--- config.mk ---
export PLATFORM = sky130hd
export DESIGN_NAME = bacr_regs
export DESIGN_NICKNAME = d
export VERILOG_FILES = /design/src/inc/bacr_pkg.sv /design/src/design/bacr_pin_sync.sv /design/src/design/bacr_regs.sv
export SDC_FILE = /design/constraint.sdc
export NUM_CORES = 1
export LEC_CHECK = 0
export BUFFER_PORTS_ARGS = -buffer_cell sky130_fd_sc_hd__buf_2
export CAP_MARGIN = 20
export CORE_UTILIZATION = 50
export CTS_CLUSTER_SIZE = 40
export DETAILED_ROUTE_END_ITERATION = 16
export GPL_ROUTABILITY_DRIVEN = 0
export GPL_TIMING_DRIVEN = 0
export PLACE_DENSITY = 0.79
export SLEW_MARGIN = 20
export SYNTH_ARGS = -nofsm -noshare
export SYNTH_HDL_FRONTEND = slang
export SYNTH_SLANG_ARGS = --single-unit
--- constraint.sdc ---
create_clock -name core_clk_i -period 3.1 [get_ports core_clk_i]
set_input_delay 0.62 -clock core_clk_i [delete_from_list [all_inputs] [get_ports core_clk_i]]
set_output_delay 0.62 -clock core_clk_i [all_outputs]
set_load 0.01 [all_outputs]
--- src/inc/bacr_pkg.sv ---
// package: offsets, field positions and reset values of the bus area config register
package bacr_pkg;
	localparam logic [3:0] BACR_CFG_OFFSET = 4'h0;
	localparam logic [3:0] BACR_STATUS_OFFSET = 4'h4;
	localparam logic [31:0] BACR_CFG_RESET = 32'h00000000;
	localparam int BACR_BIT_BYTE_ORDER = 31;
	localparam int BACR_BIT_ROLE = 30;
	localparam int BACR_BIT_AREA0_MUXED = 29;
	localparam int BACR_BIT_IN_PULLUP_OFF = 25;
	localparam int BACR_BIT_OUT_PULLUP_OFF = 24;
	localparam int BACR_BIT_AREA1_BYTECTL = 21;
	localparam int BACR_BIT_AREA4_BYTECTL = 20;
	localparam int BACR_BIT_EXT_REQ = 19;
	localparam int BACR_BIT_PSHARE = 18;
	localparam int BACR_BIT_MUX16 = 17;
	localparam int BACR_BIT_FLOAT_CTL = 15;
	localparam int BACR_BIT_BURST_LSB = 11;
	// software-writable bits: 25,24,21..17,15..2,0
	localparam logic [31:0] BACR_WRITE_MASK = 32'h033EFFFD;
	localparam logic [2:0] BACR_BURST_MAX = 3'h4;
endpackage

--- src/design/bacr_pin_sync.sv ---
// two-flop synchroniser for a group of slow mode pins
`timescale 1ns/100ps
`default_nettype none
module bacr_pin_sync #(
	parameter int WIDTH = 3
) (
	input wire logic core_clk_i,
	input wire logic rst_i,
	input wire logic [WIDTH-1:0] async_i,
	output logic [WIDTH-1:0] sync_o
);
	logic [WIDTH-1:0] meta_ff;
	logic [WIDTH-1:0] sync_ff;

	initial
	begin
		if (WIDTH < 1)
			$error("bacr_pin_sync: WIDTH must be at least 1");
	end

	always_ff @(posedge core_clk_i or posedge rst_i)
	begin
		if (rst_i)
		begin
			meta_ff <= '0;
			sync_ff <= '0;
		end
		else
		begin
			meta_ff <= async_i;
			sync_ff <= meta_ff;
		end
	end

	assign sync_o = sync_ff;
endmodule
`default_nettype wire

--- src/design/bacr_regs.sv ---
// bus area configuration register with avalon-mm slave and decoded controls
// Notes on behaviour
// - 32-bit register, zero on power-on reset except sampled pins; manual reset keeps it.
// - bit 31 samples byte-order pin at power-on reset, then read-only.
// - bit 30 samples role pin at power-on reset; 0 master, 1 slave.
// - bit 29 samples area 0 type pin; 1 means area 0 multiplexed.
// - reserved bits 28..26, 23, 22, 16, 1 read zero; write zero.
// - bit 25 high turns control input pad pull-ups off.
// - bit 24 high turns floating output pad pull-ups off.
// - bit 21 area 1 SRAM byte control; multiplexed bus overrides it.
// - bit 20 area 4 SRAM byte control; multiplexed bus overrides it.
// - bit 19 accepts external bus requests; ignored after slave startup.
// - bit 18 selects partial sharing, effective only after master startup.
// - bit 17 selects multiplexed bus for areas 1 to 6; cleared at reset.
// - bit 17 zero gives basic or burst ROM interface, one multiplexed.
// - bit 15 zero floats address pins in standby and release; one drives.
// - bits 13..11 area 0 burst length code; ignored when area 0 multiplexed.
//
// Register access over Avalon-MM and the register offsets are this design's own decisions.
`timescale 1ns/100ps
`default_nettype none
module bacr_regs
	import bacr_pkg::*;
#(
	parameter int STRAP_DELAY = 2
) (
	input wire logic core_clk_i,
	input wire logic rst_i,
	input wire logic manual_rst_i,
	input wire logic byte_order_mode_pin_i,
	input wire logic role_mode_pin_i,
	input wire logic area0_type_mode_pin_i,
	input wire logic [3:0] avs_address_i,
	input wire logic avs_read_i,
	input wire logic avs_write_i,
	input wire logic [31:0] avs_writedata_i,
	input wire logic [3:0] avs_byteenable_i,
	output logic [31:0] avs_readdata_o,
	output logic avs_waitrequest_o,
	output logic [1:0] avs_response_o,
	output logic little_endian_o,
	output logic slave_role_o,
	output logic area0_muxed_type_o,
	output logic input_pullup_off_o,
	output logic output_pullup_off_o,
	output logic area1_sram_bytectl_o,
	output logic area4_sram_bytectl_o,
	output logic ext_request_accept_o,
	output logic partial_sharing_sel_o,
	output logic areas1to6_muxed_bus_o,
	output logic addr_pins_float_ctl_o,
	output logic area0_burst_en_o,
	output logic [2:0] area0_burst_len_o,
	output logic straps_valid_o
);
	typedef enum logic [1:0] {
		BACR_IDLE = 2'b00,
		BACR_ACK = 2'b01
	} bacr_state_t;

	logic [31:0] cfg_ff;
	logic [31:0] nxt_cfg;
	logic [2:0] strap_ff;
	logic strap_done_ff;
	logic [3:0] strap_cnt_ff;
	logic [2:0] pins_sync;
	bacr_state_t state_ff;
	bacr_state_t nxt_state;
	logic [31:0] rdata_ff;
	logic [1:0] resp_ff;
	logic wait_ff;
	logic [31:0] out_ff;
	logic [2:0] burst_ff;
	logic burst_en_ff;
	logic done_ff;

	initial
	begin
		// below 2 the capture would see the synchroniser's reset value
		if (STRAP_DELAY < 2 || STRAP_DELAY > 15)
			$error("bacr_regs: STRAP_DELAY must be 2..15");
	end

	bacr_pin_sync #(
		.WIDTH(3)
	) u_pin_sync (
		.core_clk_i(core_clk_i),
		.rst_i(rst_i),
		.async_i({byte_order_mode_pin_i, role_mode_pin_i, area0_type_mode_pin_i}),
		.sync_o(pins_sync)
	);

	function automatic logic [31:0] lane_mask(input logic [3:0] be);
		lane_mask = {{8{be[3]}}, {8{be[2]}}, {8{be[1]}}, {8{be[0]}}};
	endfunction

	// address decode and strobes
	wire sel_cfg = (avs_address_i == BACR_CFG_OFFSET);
	wire sel_status = (avs_address_i == BACR_STATUS_OFFSET);
	wire req = (avs_read_i || avs_write_i) && (state_ff == BACR_IDLE);
	// write lands on the edge at which waitrequest is seen low
	wire wr_cfg = (state_ff == BACR_ACK) && avs_write_i && sel_cfg;
	wire [31:0] wmask = lane_mask(avs_byteenable_i) & BACR_WRITE_MASK;
	// sampled pins packed over stored fields
	wire [31:0] cfg_view = {strap_ff, cfg_ff[28:0]};
	wire [31:0] status_view = {31'h00000000, strap_done_ff};
	wire [31:0] rd_mux = sel_cfg ? cfg_view : (sel_status ? status_view : 32'h00000000);
	wire bad_addr = !(sel_cfg || sel_status);

	assign nxt_cfg = (cfg_ff & ~(wr_cfg ? wmask : 32'h00000000))
		| (avs_writedata_i & (wr_cfg ? wmask : 32'h00000000));

	always_comb
	begin
		unique case (state_ff)
			BACR_IDLE: nxt_state = req ? BACR_ACK : BACR_IDLE;
			BACR_ACK: nxt_state = BACR_IDLE;
			default: nxt_state = BACR_IDLE;
		endcase
	end

	// only power-on reset clears; manual reset does not touch the register
	always_ff @(posedge core_clk_i or posedge rst_i)
	begin
		if (rst_i)
			cfg_ff <= BACR_CFG_RESET;
		else
			cfg_ff <= nxt_cfg;
	end

	// pins captured after reset release, then frozen
	always_ff @(posedge core_clk_i or posedge rst_i)
	begin
		if (rst_i)
		begin
			strap_ff <= 3'h0;
			strap_done_ff <= 1'b0;
			strap_cnt_ff <= 4'h0;
		end
		else if (!strap_done_ff)
		begin
			strap_cnt_ff <= strap_cnt_ff + 4'h1;
			if (strap_cnt_ff == 4'(STRAP_DELAY))
			begin
				strap_ff <= pins_sync;
				strap_done_ff <= 1'b1;
			end
		end
	end

	// bus answer: one wait cycle, then data and waitrequest low together
	always_ff @(posedge core_clk_i or posedge rst_i)
	begin
		if (rst_i)
		begin
			state_ff <= BACR_IDLE;
			rdata_ff <= 32'h00000000;
			resp_ff <= 2'h0;
			wait_ff <= 1'b1;
		end
		else
		begin
			state_ff <= nxt_state;
			wait_ff <= !req;
			if (req)
			begin
				rdata_ff <= avs_read_i ? rd_mux : 32'h00000000;
				resp_ff <= bad_addr ? 2'h3 : 2'h0;
			end
		end
	end

	// pull-up controls straight from stored bits
	// multiplexed selection for areas 1 to 6
	wire mux16 = cfg_ff[BACR_BIT_MUX16];
	// multiplexed bus wins over byte control
	wire a1_bc = cfg_ff[BACR_BIT_AREA1_BYTECTL] && !mux16;
	// multiplexed bus wins over byte control
	wire a4_bc = cfg_ff[BACR_BIT_AREA4_BYTECTL] && !mux16;
	wire ext_req = cfg_ff[BACR_BIT_EXT_REQ] && !strap_ff[1];
	wire pshare = cfg_ff[BACR_BIT_PSHARE] && !strap_ff[1];
	// burst code, reserved codes and muxed area 0 give normal access
	wire [2:0] burst_code = cfg_ff[BACR_BIT_BURST_LSB +: 3];
	wire burst_ok = (burst_code != 3'h0) && (burst_code <= BACR_BURST_MAX) && !strap_ff[0];

	always_ff @(posedge core_clk_i or posedge rst_i)
	begin
		if (rst_i)
		begin
			out_ff <= 32'h00000000;
			burst_ff <= 3'h0;
			burst_en_ff <= 1'b0;
			done_ff <= 1'b0;
		end
		else
		begin
			out_ff <= {strap_ff, 3'h0, cfg_ff[BACR_BIT_IN_PULLUP_OFF],
				cfg_ff[BACR_BIT_OUT_PULLUP_OFF], 2'h0, a1_bc, a4_bc, ext_req,
				pshare, mux16, 1'b0, cfg_ff[BACR_BIT_FLOAT_CTL], 15'h0000};
			burst_ff <= burst_ok ? burst_code : 3'h0;
			burst_en_ff <= burst_ok;
			done_ff <= strap_done_ff;
		end
	end

	assign avs_readdata_o = rdata_ff;
	assign avs_waitrequest_o = wait_ff;
	assign avs_response_o = resp_ff;
	assign little_endian_o = out_ff[BACR_BIT_BYTE_ORDER];
	assign slave_role_o = out_ff[BACR_BIT_ROLE];
	assign area0_muxed_type_o = out_ff[BACR_BIT_AREA0_MUXED];
	assign input_pullup_off_o = out_ff[BACR_BIT_IN_PULLUP_OFF];
	assign output_pullup_off_o = out_ff[BACR_BIT_OUT_PULLUP_OFF];
	assign area1_sram_bytectl_o = out_ff[BACR_BIT_AREA1_BYTECTL];
	assign area4_sram_bytectl_o = out_ff[BACR_BIT_AREA4_BYTECTL];
	assign ext_request_accept_o = out_ff[BACR_BIT_EXT_REQ];
	assign partial_sharing_sel_o = out_ff[BACR_BIT_PSHARE];
	assign areas1to6_muxed_bus_o = out_ff[BACR_BIT_MUX16];
	assign addr_pins_float_ctl_o = out_ff[BACR_BIT_FLOAT_CTL];
	assign area0_burst_en_o = burst_en_ff;
	assign area0_burst_len_o = burst_ff;
	assign straps_valid_o = done_ff;

	// manual reset is accepted but deliberately unused
	wire unused_manual = manual_rst_i;
endmodule
`default_nettype wire

==> qor.yml <==
synthesis:
  synthCells: 237
  yosysUniqueCellTypes: 31
  yosys_warnings: 0
  yosysMostFrequentCell: "dfrtp_1"
  synthFlopType: "dfrtp_1"
  netlist_area_um2: 3000
  synthTopCellsByCount: "dfrtp_1 (79), nand2_1 (51), o21ai_0 (26), mux2_2 (24), buf_4 (9)"
  syn_area_per_cell_um2: 12.7
  postSynth.asyncResetShare_pct: 100
  synth_area_leaders: "dfrtp_1 (66%), mux2_2 (9.0%), nand2_1 (6.4%)"
  synth_edf_count: 0
  yosysTopAreaCell: "dfrtp_1"
  netlist.area_leader.share_pct: 65.9
  ys_ff_latch: 80
  ys_seq_area_share_pct: 66.8
worst_setup_path:
  slowest_delay_ps: 380
  cpMaxStageDelayCell: "nor4_4"
  path_depth: 5
  crit_path_cell_trace: "buf_2 > nor4_4 > and3_1 > buf_4 > mux2_2"
  crit_buf_inv: 2
  cp-start-kind: "input pin"
  r2r-start: "strap_cnt_ff[0]"
  rrSetupSlack_ps: 1550
  critical_path_arrival_ps: 1870
  cp_top_family: "simple AND/OR/NAND/NOR gates"
  end_kind: "register"
  cp_max_fo: 5
  crit_path_start: "avs_address_i[3]"
  ff2ff_path_depth: 4
  critical_path_required_ps: 3340
  path_class: "input pin to register"
  reg2reg_to: "strap_ff[2]"
drt:
  first_pass_iters: 10
  drt_iter0_drc: 127
  viasPerCell: 4.88
  dr_total_vias: 2010
  routed_wl_um: 5950
  wire_per_inst_um: 14.4
  ant_nets: 0
  remaining_drc_errors: 2
sta:
  hold_viol_final: 0
  setup_viol: 0
  fin_skew_ps: 11.6
  rsz0062_at_grt: "no"
  worst_slack_ps: 1470
  period_share_pct: 52.7
  finalCriticalPeriod_ps: 1630
  drv_slew: 0
  max_freq_ghz: 0.612
clock_tree:
  cts_max_level: 3
  cts_setup_buffers: 0
  ctsLongestPathBuffers: 2
  hold_buffers: 0
  clk_pin_slew_ps: 90
  clock-sinks: 80
  cts-root-buf: "clkbuf_8"
  cts_resized: 0
  clk_latency_ps: 360
  cts_tree: "done"
  cts_buffers: 9
final_layout:
  multi_input_area_um2: 878
  drive_gt1_share_pct: 41.8
  fillers: 420
  register_area_um2: 2000
  antenna-diode-count: 0
  nets: 385
  area_growth_pct: 27.0
  postLayoutCoreUtil_pct: 67.6
global_route:
  grt_pass1_wl_um: 9850
  grt_antenna_before_repair: 0
  grt_max_degree: 55
  grt-ovfl-total: 0
  grt_pass1_vias: 2059
  track_usage_pct: 21.4
placed_design:
  dp_hpwl_um: 3950
  io_buffer_count: 80
  dpl_worst_slack_ps: 1120
floorplanning:
  die_h_um: 79.5
  io_pins: 99
  num_rows: 27
  dieArea_um2: 6310
  start_util_pct: 53.2
  core-area_um2: 5640
  die_w_um: 79.5
pwr:
  swShare_pct: 23.1
  p_int_uw: 1840
  p_total_uw: 2390
  ir_drop_mv: 0.281
  comb_power_share_pct: 9.1
  p_sw_uw: 552
  power.leakage_uw: 0.00197
  p_per_area_nw_per_um2: 627
  seqPwrFrac_pct: 48.5
  clkPwrFrac_pct: 42.3
run_status:
  violations: "DRC"
  outcome: "finished with violations"
run:
  cap_violations: 0
min_path:
  min_path_type: "input pin to async pin"
## worst register-to-register path: stages, from the launching register on
cell and delay (ps):
dfrtp_1 430, inv_1 80, ha_1 150, nor4b_2 390, mux2_2 380
## power groups by stage
stage	combinational, uW	sequential, uW	clock [uW]
final	218	1160	1010
after global routing	241	1170	1070
after CTS	220	1160	1020
after detailed placement	217	1180	0
after global placement	206	1180	0
after floorplan	118	1180	0
## worst min path at each step
stage,cells past startpoint,to,slack (ps),from
floorplan,0,u_pin_sync.sync_o[0],330,u_pin_sync.meta_ff[0]
global placement,0,u_pin_sync.sync_o[2],330,u_pin_sync.meta_ff[2]
detailed placement,0,u_pin_sync.sync_o[0],330,u_pin_sync.meta_ff[0]
CTS,2,out_ff[29],240,rst_i
global route,2,out_ff[29],250,rst_i
finish,2,out_ff[29],240,rst_i
## cell type report
class                           instances  area share (%)
Buffer                                 19            3.32
Clock buffer                            9            3.25
Clock inverter                          7            3.78
Inverter                                4           0.460
Multi-Input combinational cell        140            23.0
Sequential cell                        80            52.6
Tap cell                               72            2.36
Timing Repair Buffer                   81            11.2
## per-layer routing
layer  up-vias  global-route usage, %  share of wire [%]
li1        961                      -                  -
met1       966                   26.7                 43
met2        70                   34.5                 48
met3        13                   4.69                5.6
met4         0                   12.2                2.6
met5         -                      0                  0
## layout by cell type, fill, tap and decap left out, types with 4 or more instances in the layout
cell type   n
buf_2      83
nand2_1    51
dfrtp_1    79
conb_1      7
buf_4       9
o21ai_0    26
and3_1      4
mux2_2     24
clkbuf_8    9
bufinv_16   4
nor2b_1     4
## per-stage QoR
stage | instances | TNS [ps] | hold WS, ps | cell area [um2]
detailed placement | 396 | 0 | 335 | 3540
global route | 412 | 0 | 246 | 3810
global placement | 395 | -31870 | 335 | 3510
CTS | 412 | 0 | 238 | 3810
finish | 412 | 0 | 235 | 3810
floorplan | 243 | 0 | 331 | 3020
## cells by family (layout without fill, tap and decap cells)
group           after synthesis  in the layout  share of synthesized area, %
other cells                   1              7                         0.125
fa+ha+maj                     2              2                         0.834
compound gates               28             28                          4.84
mux                          27             27                          10.1
simple gates                 72             72                          11.5
buf+inv                      23            120                          4.71
xor+xnor                      4              4                          1.17
flops                        80             80                          66.8
Power figures use the tool's default switching activity.
